**src/rtl/cab_pkg.sv**
```systemverilog
// cab_pkg: register map, field positions, reset values and timebase codes of the
// counter array timebase and interrupt block.
// assumes a 32-bit axi4-lite master and a 100 MHz core clock.
package cab_pkg;
  // byte addresses of the register words
  localparam logic [7:0] ADDR_COUNT_LOW  = 8'h00;
  localparam logic [7:0] ADDR_COUNT_HIGH = 8'h04;
  localparam logic [7:0] ADDR_MODE       = 8'h08;
  localparam logic [7:0] ADDR_CONTROL    = 8'h0c;
  localparam logic [7:0] ADDR_FLAGS      = 8'h10;
  localparam logic [7:0] ADDR_ENABLES    = 8'h14;
  // array_mode_reg fields
  localparam int MODE_OVF_IE   = 0;
  localparam int MODE_TB_LSB   = 1;
  localparam int MODE_WDOG     = 6;
  localparam int MODE_IDLE_STP = 7;
  localparam logic [7:0] MODE_RESET = 8'h40;
  // control word fields
  localparam int CTL_CYCLE_LENGTH_SELECT_LSB = 0;
  localparam int CTL_POVF_IE   = 2;
  localparam int CTL_ARRAY_IE  = 3;
  localparam int CTL_GLOBAL_IE = 4;
  // flags word: bit 0 overflow, bit 1 partial overflow, bits 7:2 module flags
  localparam int FLG_OVF  = 0;
  localparam int FLG_POVF = 1;
  localparam int FLG_MOD  = 2;
  localparam int NUM_MODULES = 6;
  localparam logic [1:0] RESP_OKAY   = 2'b00;
  localparam logic [1:0] RESP_SLVERR = 2'b10;
  localparam logic [3:0] DIV12_LAST = 4'd11;
  localparam logic [1:0] DIV4_LAST  = 2'd3;
  localparam logic [1:0] DIV8_BIT   = 2'd2;

  typedef enum logic [2:0] {
    CAB_TB_DIV12 = 3'b000,
    CAB_TB_DIV4  = 3'b001,
    CAB_TB_T0OV  = 3'b010,
    CAB_TB_EXTIN = 3'b011,
    CAB_TB_SYS   = 3'b100,
    CAB_TB_XOSC  = 3'b101,
    CAB_TB_RTC   = 3'b110,
    CAB_TB_RSVD  = 3'b111
  } cab_timebase_type;

  typedef struct packed {
    logic       ovf_ie;
    logic [1:0] cycle_length_select;
    logic       povf_ie;
    logic       array_ie;
    logic       global_ie;
  } cab_config_type;
endpackage : cab_pkg

```
**src/rtl/cab_counter_array.sv**
```systemverilog
// cab_counter_array: shared 16-bit counter, timebase select, byte snapshot read,
// overflow flags and interrupt gathering, reached over axi4-lite.
// assumes slow oscillator ticks and the external count input arrive as levels
// from other clocks; they are synchronised here. module event flags come in as pulses.
// What this block does
// - one shared 16-bit up-counter, read as high and low byte, feeding six modules
// - low-byte read snapshots high byte; next high-byte read returns the snapshot
// - byte reads never disturb counting; only the snapshot changes
// - timebase 000 sys/12, 001 sys/4, 010 timer 0 overflow, 100 sys, 111 reserved
// - timebase 011 counts falling edges of external count input, up to sys/2
// - 101 external osc/8, 110 real-time osc/8, both synchronised before counting
// - wrap from 0xFFFF to 0x0000 sets the counter overflow flag
// - overflow flag requests interrupt only while its enable is 1
// - flags are not cleared on vectoring; software clears them
// - idle-stop 0 keeps counting while processor idles
// - partial overflow flag set on overflow of bit 8, 9, 10 or 11
// - eight event flags: overflow, partial overflow, six module flags
// - flags set on their trigger whatever their enable
// - each flag gated by its enable, gated flags ORed into one request
// - request passes only while global and array enables are both 1
// - module 5 starts in watchdog mode; writes restricted while enabled
// - partial overflow bit position follows 2-bit cycle length select
//
// The AXI4-Lite register port and the register addresses are this design's own decisions.
`timescale 1ns/1ns
`default_nettype none
module cab_counter_array (
  input  wire logic        core_clk,
  input  wire logic        reset,
  input  wire logic        cpu_idle,
  input  wire logic        timer0_overflow,
  input  wire logic        external_count_input,
  input  wire logic        ext_osc_clk_level,
  input  wire logic        rtc_osc_clk_level,
  input  wire logic [5:0]  module_event_set,
  input  wire logic [7:0]  s_axi_awaddr,
  input  wire logic        s_axi_awvalid,
  output logic             s_axi_awready,
  input  wire logic [31:0] s_axi_wdata,
  input  wire logic [3:0]  s_axi_wstrb,
  input  wire logic        s_axi_wvalid,
  output logic             s_axi_wready,
  output logic [1:0]       s_axi_bresp,
  output logic             s_axi_bvalid,
  input  wire logic        s_axi_bready,
  input  wire logic [7:0]  s_axi_araddr,
  input  wire logic        s_axi_arvalid,
  output logic             s_axi_arready,
  output logic [31:0]      s_axi_rdata,
  output logic [1:0]       s_axi_rresp,
  output logic             s_axi_rvalid,
  input  wire logic        s_axi_rready,
  output logic             irq_request,
  output logic [15:0]      counter_value,
  output logic             watchdog_function
);
  ////////////////////////////////////////////////////////////////////////////
  // registers
  logic [15:0] counter_array;
  logic [7:0]  snapshot_high;
  logic [7:0]  array_mode_reg;
  logic [4:0]  control_reg;
  logic [7:0]  event_flags;
  logic [5:0]  module_irq_enable;
  logic [3:0]  div12_cnt;
  logic [1:0]  div4_cnt;
  logic [2:0]  ext_sync;
  logic [2:0]  xosc_sync;
  logic [2:0]  rtc_sync;
  logic [2:0]  xosc_div;
  logic [2:0]  rtc_div;
  logic        aw_held;
  logic        w_held;
  logic [7:0]  aw_addr;
  logic [31:0] w_data;
  logic [3:0]  w_strb;

  cab_pkg::cab_timebase_type timebase_select;
  assign timebase_select = cab_pkg::cab_timebase_type'(
    array_mode_reg[cab_pkg::MODE_TB_LSB +: 3]);

  ////////////////////////////////////////////////////////////////////////////
  // timebase tick generation
  wire ext_fall  = ext_sync[2] & ~ext_sync[1];
  wire xosc_rise = xosc_sync[1] & ~xosc_sync[2];
  wire rtc_rise  = rtc_sync[1] & ~rtc_sync[2];
  // each /8 tick is made after the synchroniser, so the slow clock never clocks logic
  wire xosc_tick = xosc_rise & (xosc_div == 3'd7);
  wire rtc_tick  = rtc_rise & (rtc_div == 3'd7);
  wire tick_div12 = (div12_cnt == cab_pkg::DIV12_LAST);
  wire tick_div4  = (div4_cnt == cab_pkg::DIV4_LAST);

  logic raw_tick;
  always_comb begin
    case (timebase_select)
      cab_pkg::CAB_TB_DIV12: raw_tick = tick_div12;
      cab_pkg::CAB_TB_DIV4:  raw_tick = tick_div4;
      cab_pkg::CAB_TB_T0OV:  raw_tick = timer0_overflow;
      cab_pkg::CAB_TB_EXTIN: raw_tick = ext_fall;
      cab_pkg::CAB_TB_SYS:   raw_tick = 1'b1;
      cab_pkg::CAB_TB_XOSC:  raw_tick = xosc_tick;
      cab_pkg::CAB_TB_RTC:   raw_tick = rtc_tick;
      default:               raw_tick = 1'b0;
    endcase
  end

  wire idle_hold  = array_mode_reg[cab_pkg::MODE_IDLE_STP] & cpu_idle;
  wire count_tick = raw_tick & ~idle_hold;
  wire [15:0] next_counter = counter_array + 16'h0001;
  wire wrap = count_tick & (counter_array == 16'hffff);

  // partial overflow: carry out of the selected bit, cycle length 8..11
  function automatic logic low_all_ones(input logic [15:0] v, input logic [11:0] mask);
    logic [11:0] low;
    low = v[11:0] & mask;
    low_all_ones = (low == mask);
  endfunction : low_all_ones

  wire [1:0] cycle_length_select = control_reg[cab_pkg::CTL_CYCLE_LENGTH_SELECT_LSB +: 2];
  logic [11:0] cyc_mask;
  always_comb begin
    case (cycle_length_select)
      2'd0:    cyc_mask = 12'h0ff;
      2'd1:    cyc_mask = 12'h1ff;
      2'd2:    cyc_mask = 12'h3ff;
      default: cyc_mask = 12'h7ff;
    endcase
  end
  wire partial_wrap = count_tick & low_all_ones(counter_array, cyc_mask);

  always_ff @(posedge core_clk or posedge reset) begin
    if (reset) begin
      div12_cnt <= 4'h0;
      div4_cnt  <= 2'h0;
      ext_sync  <= 3'h7;
      xosc_sync <= 3'h0;
      rtc_sync  <= 3'h0;
      xosc_div  <= 3'h0;
      rtc_div   <= 3'h0;
    end else begin
      div12_cnt <= tick_div12 ? 4'h0 : div12_cnt + 4'h1;
      div4_cnt  <= div4_cnt + 2'h1;
      ext_sync  <= {ext_sync[1:0], external_count_input};
      xosc_sync <= {xosc_sync[1:0], ext_osc_clk_level};
      rtc_sync  <= {rtc_sync[1:0], rtc_osc_clk_level};
      if (xosc_rise) xosc_div <= xosc_div + 3'h1;
      if (rtc_rise) rtc_div <= rtc_div + 3'h1;
    end
  end

  ////////////////////////////////////////////////////////////////////////////
  // axi4-lite slave: one write and one read at a time
  wire wr_go = aw_held & w_held & ~s_axi_bvalid;
  wire rd_go = s_axi_arvalid & s_axi_arready;
  wire wdog_on = array_mode_reg[cab_pkg::MODE_WDOG];
  wire wr_known = (aw_addr == cab_pkg::ADDR_MODE) || (aw_addr == cab_pkg::ADDR_CONTROL)
                  || (aw_addr == cab_pkg::ADDR_FLAGS) || (aw_addr == cab_pkg::ADDR_ENABLES);
  // watchdog mode locks the mode word except for clearing the watchdog bit itself
  wire wr_mode  = wr_go & w_strb[0] & (aw_addr == cab_pkg::ADDR_MODE);
  wire wr_ctl   = wr_go & w_strb[0] & (aw_addr == cab_pkg::ADDR_CONTROL);
  wire wr_flags = wr_go & w_strb[0] & (aw_addr == cab_pkg::ADDR_FLAGS);
  wire wr_en    = wr_go & w_strb[0] & (aw_addr == cab_pkg::ADDR_ENABLES);
  wire rd_low   = rd_go & (s_axi_araddr == cab_pkg::ADDR_COUNT_LOW);

  logic [31:0] rd_word;
  logic        rd_known;
  always_comb begin
    rd_known = 1'b1;
    if (s_axi_araddr == cab_pkg::ADDR_COUNT_LOW) begin
      rd_word = {24'h00_0000, counter_array[7:0]};
    end else if (s_axi_araddr == cab_pkg::ADDR_COUNT_HIGH) begin
      rd_word = {24'h00_0000, snapshot_high};
    end else if (s_axi_araddr == cab_pkg::ADDR_MODE) begin
      rd_word = {24'h00_0000, array_mode_reg};
    end else if (s_axi_araddr == cab_pkg::ADDR_CONTROL) begin
      rd_word = {27'h000_0000, control_reg};
    end else if (s_axi_araddr == cab_pkg::ADDR_FLAGS) begin
      rd_word = {24'h00_0000, event_flags};
    end else if (s_axi_araddr == cab_pkg::ADDR_ENABLES) begin
      rd_word = {26'h000_0000, module_irq_enable};
    end else begin
      rd_word  = 32'h0000_0000;
      rd_known = 1'b0;
    end
  end

  always_ff @(posedge core_clk or posedge reset) begin
    if (reset) begin
      aw_held <= 1'b0;
      w_held  <= 1'b0;
      aw_addr <= 8'h00;
      w_data  <= 32'h0000_0000;
      w_strb  <= 4'h0;
      s_axi_awready <= 1'b1;
      s_axi_wready  <= 1'b1;
      s_axi_bvalid  <= 1'b0;
      s_axi_bresp   <= cab_pkg::RESP_OKAY;
      s_axi_arready <= 1'b1;
      s_axi_rvalid  <= 1'b0;
      s_axi_rdata   <= 32'h0000_0000;
      s_axi_rresp   <= cab_pkg::RESP_OKAY;
    end else begin
      if (s_axi_awvalid & s_axi_awready) begin
        aw_held <= 1'b1;
        aw_addr <= {s_axi_awaddr[7:2], 2'b00};
        s_axi_awready <= 1'b0;
      end
      if (s_axi_wvalid & s_axi_wready) begin
        w_held <= 1'b1;
        w_data <= s_axi_wdata;
        w_strb <= s_axi_wstrb;
        s_axi_wready <= 1'b0;
      end
      if (wr_go) begin
        aw_held <= 1'b0;
        w_held  <= 1'b0;
        s_axi_bvalid <= 1'b1;
        s_axi_bresp  <= wr_known ? cab_pkg::RESP_OKAY : cab_pkg::RESP_SLVERR;
      end
      if (s_axi_bvalid & s_axi_bready) begin
        s_axi_bvalid  <= 1'b0;
        s_axi_awready <= 1'b1;
        s_axi_wready  <= 1'b1;
      end
      if (rd_go) begin
        s_axi_arready <= 1'b0;
        s_axi_rvalid  <= 1'b1;
        s_axi_rdata   <= rd_word;
        s_axi_rresp   <= rd_known ? cab_pkg::RESP_OKAY : cab_pkg::RESP_SLVERR;
      end
      if (s_axi_rvalid & s_axi_rready) begin
        s_axi_rvalid  <= 1'b0;
        s_axi_arready <= 1'b1;
      end
    end
  end

  ////////////////////////////////////////////////////////////////////////////
  // counter, configuration and event flags
  wire [7:0] hw_set = {module_event_set, partial_wrap, wrap};
  // write-one-to-clear; a set in the same cycle wins
  wire [7:0] sw_clr = wr_flags ? w_data[7:0] : 8'h00;
  wire [7:0] next_flags = (event_flags & ~sw_clr) | hw_set;

  always_ff @(posedge core_clk or posedge reset) begin
    if (reset) begin
      counter_array     <= 16'h0000;
      snapshot_high     <= 8'h00;
      array_mode_reg    <= cab_pkg::MODE_RESET;
      control_reg       <= 5'h00;
      event_flags       <= 8'h00;
      module_irq_enable <= 6'h00;
    end else begin
      if (count_tick) counter_array <= next_counter;
      if (rd_low) snapshot_high <= counter_array[15:8];
      if (wr_mode & ~wdog_on) begin
        array_mode_reg <= w_data[7:0];
      end else if (wr_mode) begin
        array_mode_reg[cab_pkg::MODE_WDOG] <= w_data[cab_pkg::MODE_WDOG];
      end
      if (wr_ctl) control_reg <= w_data[4:0];
      event_flags <= next_flags;
      if (wr_en & ~wdog_on) module_irq_enable <= w_data[5:0];
    end
  end

  ////////////////////////////////////////////////////////////////////////////
  // interrupt gathering
  wire [7:0] irq_gate = {module_irq_enable,
                         control_reg[cab_pkg::CTL_POVF_IE],
                         array_mode_reg[cab_pkg::MODE_OVF_IE]};
  wire any_gated = |(event_flags & irq_gate);
  wire next_irq = any_gated & control_reg[cab_pkg::CTL_ARRAY_IE]
                  & control_reg[cab_pkg::CTL_GLOBAL_IE];

  always_ff @(posedge core_clk or posedge reset) begin
    if (reset) begin
      irq_request       <= 1'b0;
      counter_value     <= 16'h0000;
      watchdog_function <= 1'b1;
    end else begin
      irq_request       <= next_irq;
      counter_value     <= counter_array;
      watchdog_function <= array_mode_reg[cab_pkg::MODE_WDOG];
    end
  end

  ////////////////////////////////////////////////////////////////////////////
  // checks
  chk_wrap_sets_flag: assert property (@(posedge core_clk) disable iff (reset)
    wrap |=> event_flags[cab_pkg::FLG_OVF]) else $error("overflow flag not set on wrap");
  chk_count_step: assert property (@(posedge core_clk) disable iff (reset)
    count_tick |=> counter_array == $past(counter_array) + 16'h0001)
    else $error("counter did not step by one");
  chk_idle_hold: assert property (@(posedge core_clk) disable iff (reset)
    array_mode_reg[cab_pkg::MODE_IDLE_STP] & cpu_idle |=> $stable(counter_array))
    else $error("counter moved in idle stop");
  chk_snap_read: assert property (@(posedge core_clk) disable iff (reset)
    rd_low |=> snapshot_high == $past(counter_array[15:8]))
    else $error("snapshot not taken on low read");
  chk_irq_gate: assert property (@(posedge core_clk) disable iff (reset)
    !(control_reg[cab_pkg::CTL_GLOBAL_IE] & control_reg[cab_pkg::CTL_ARRAY_IE])
    |=> !irq_request) else $error("request passed while disabled");
  chk_irq_raise: assert property (@(posedge core_clk) disable iff (reset)
    event_flags[cab_pkg::FLG_OVF] & array_mode_reg[cab_pkg::MODE_OVF_IE]
    & control_reg[cab_pkg::CTL_ARRAY_IE] & control_reg[cab_pkg::CTL_GLOBAL_IE]
    |=> irq_request) else $error("enabled flag gave no request");
  chk_flag_sticky: assert property (@(posedge core_clk) disable iff (reset)
    event_flags[cab_pkg::FLG_OVF] & !wr_flags |=> event_flags[cab_pkg::FLG_OVF])
    else $error("overflow flag cleared without software");
  chk_partial_flag: assert property (@(posedge core_clk) disable iff (reset)
    partial_wrap |=> event_flags[cab_pkg::FLG_POVF]) else $error("partial flag missed");
  chk_sys_rate: assert property (@(posedge core_clk) disable iff (reset)
    timebase_select == cab_pkg::CAB_TB_SYS && !idle_hold
    |=> counter_array == $past(counter_array) + 16'h0001)
    else $error("system timebase did not tick");
endmodule : cab_counter_array
`default_nettype wire

```
**config.mk**
```make
export PLATFORM = sky130hd
export DESIGN_NAME = cab_counter_array
export DESIGN_NICKNAME = d
export VERILOG_FILES = /design/src/rtl/cab_pkg.sv /design/src/rtl/cab_counter_array.sv
export SDC_FILE = /design/constraint.sdc
export NUM_CORES = 1
export LEC_CHECK = 0
export CAP_MARGIN = 25
export CORE_MARGIN = 10
export CORE_UTILIZATION = 50
export DETAILED_ROUTE_END_ITERATION = 7
export DONT_BUFFER_PORTS = 1
export PLACE_DENSITY = 0.65
export SYNTH_ARGS = -nofsm -noshare
export SYNTH_HDL_FRONTEND = slang
export SYNTH_SLANG_ARGS = --single-unit
```
**constraint.sdc**
```tcl
create_clock -name core_clk -period 6.3 [get_ports core_clk]
set_clock_uncertainty 0.1 [all_clocks]
set_input_delay 1.89 -clock core_clk [delete_from_list [all_inputs] [get_ports core_clk]]
set_output_delay 1.89 -clock core_clk [all_outputs]
set_load 0.05 [all_outputs]
```
==> metrics.txt <==
run status=complete, no violations; unrepaired setup endpoints after global routing=false; post-layout util=57.8%; Worst Tran Pin Value=~0.9 ns; RePlAce Congestion=~0.84; Vias per Instance=5.43; CP max FO=16; crit path max-delay cell type=nor4_4; Row Count=37; post-DP HPWL=7.64 mm; Final TNS setup=0 ns; number of synthesized flops with an enable pin=0; Worst EP required=6.60 ns; # diodes=0; DR iter-0 viols=265; Slew Limit Fails=0; CTS root buffer=clkbuf_8; post-synthesis sequential area ratio=58.2%; vias in the first global route=3175; CTS resizes=0; GRT Total Usage=14.6%; Syn Std Cell Area=5260 µm²; Syn. warnings=0; Setup Buffers After CTS=0; crit path cell chain=nor4_2, nand3_2, nor4_4, mux2_2; asr flop ratio synth=between 90% and 100%; Wirelength per Cell=about 18 µm; commonest non-fill, non-tap cell in the layout=dfrtp_1; cts hold-fix bufs=0; share of layout cells above drive strength 1=23.0%; Worst-path clk slew=0.06 ns; Mapped Cells=~420; DIE AREA=~15000 µm²; Leak=0.00269 µW; count of final setup violators=0; Clk Latency, worst-skew pair=0.52 ns; crit path DAT=3.62 ns; Core ar.=slightly above 10000 µm²; Post-route DRC=0; startpoint types=primary input; Buffers on Ports=0; pwr dens=411 nW/µm²; top_reg_cell synth=dfrtp_1; die width=123 µm; # fillers=834; pin count of the biggest net entering global routing=between 80 and 90; final instance area=slightly below 6000 µm²; Setup Crit Path Kind=in2reg; Peak VDD IR=0.000309 V; first-pass GRT wire length=16.9 mm; io pins=129; Final Hold Viols=0; most frequent cells in the layout=dfrtp_1 (114), mux2_2 (39), nand2_1 (37); Initial Util=51.2%; Regs by FF count=counter_array: 16 flops, counter_value: 16 flops; Crit path largest cell delay=0.73 ns; Layout Cells excl Fill=~580; Yosys reg bits=122; syn_area_per_cell=12.7 µm²; CTS tree=built; Peak Freq=301 MHz; placed insts=542; via count=3127; DP Area=5290 µm²; grt total ovfl=0; CTS max path bufs=2; die height=123 µm; Synth cell types=55; Final ANT Viol Nets=0; H-tree Lvls=4; crit share post-route=52.7%; antenna violations before repair=0; First-pass DRT Iterations=5; CP endpoint kind=flop; CTS buffer count=17; Maximum Capacitance Violations=0; Nets=504; Slew HR=40.1%; drt total wl=between 10 and 15 mm; P&R area growth vs syn=12.9%; Hold WC Path Type=reg2reg; final hold slack=roughly 0.25 ns; CTS Sinks=122; Period minus WS final=3.32 ns
-- routing by layer --
layer	routed length (µm)	share of wire, %	vias to the layer above	global-route usage, %
met3	891	8.5	13	6.06
met4	166	1.6	0	5.96
met5	0	0	-	0
met1	4400	42	1575	17.6
met2	5070	48	97	22.7
li1	-	-	1442	-
-- path summary, 6_finish.rpt --
path                       slack, ns  cells after the start                to       startpoint
min in group asynchronous       1.02                      1    event_flags[0]            reset
max in group asynchronous       3.98                      3     s_axi_arready            reset
min                             0.25                      0       ext_sync[1]      ext_sync[0]
max                             2.98                      4  snapshot_high[6]  s_axi_araddr[0]
min reg2reg                     0.25                      0       ext_sync[1]      ext_sync[0]
max reg2reg                     3.77                      4  snapshot_high[6]    s_axi_arready
-- metrics by stage --
stage | total power [µW] | setup WS (ns)
after global placement | 1430 | 2.48
final | 2440 | 2.98
after CTS | 2470 | 2.97
after floorplan | 1380 | 1.08
after global routing | 2560 | 2.84
after detailed placement | 1440 | 2.43
-- kinds of logic after synthesis --
logic type	share of synthesized area, %
compound gates	9.39
xor+xnor	2.99
fa+ha+maj	1.66
buf+inv	5.94
flops	58.2
mux	11.4
other cells	0.0712
simple gates	10.3
-- worst max-delay path, delay by kind of cell --
family / cells / cell delay, ns
simple gates: 3 / 1.31
mux: 1 / 0.42
-- cell usage after synthesis, drive strengths merged (4+ instances only) --
| cell | n | share of area, % |
|---|---|---|
| mux2i | 6 | 1.1 |
| nor3 | 9 | 1.2 |
| ha | 7 | 1.7 |
| nand2 | 37 | 2.6 |
| a21o | 6 | 0.86 |
| and3 | 5 | 0.59 |
| nand3 | 9 | 1.3 |
| inv | 16 | 1.1 |
| xnor2 | 4 | 0.67 |
| a221o | 5 | 0.95 |
| nor2 | 13 | 0.93 |
| xor2 | 14 | 2.3 |
| clkbuf | 5 | 0.36 |
| o21ai | 22 | 2.1 |
| mux2 | 46 | 10 |
| dfstp | 8 | 4.0 |
| buf | 30 | 4.4 |
| a31oi | 5 | 0.59 |
| a22oi | 12 | 1.7 |
| a21oi | 4 | 0.38 |
| nor2b | 5 | 0.59 |
| dfrtp | 114 | 54 |
-- area by class of cell --
type / instances / area [µm²] / area share (%)
sequential: 122 / 3060 / 51.6
multi-input combinational: 267 / 1980 / 33.4
clock buffer: 19 / 432 / 7.27
clock inverter: 13 / 191 / 3.22
tap: 136 / 170 / 2.86
inverter: 16 / 62.6 / 1.05
timing repair buffer: 3 / 40.0 / 0.674
-- power breakdown --
group	internal, µW	switching [µW]
Combinational	130	143
Clock	656	362
Sequential	922	232
No activity file was read; power rests on OpenSTA's default activity.
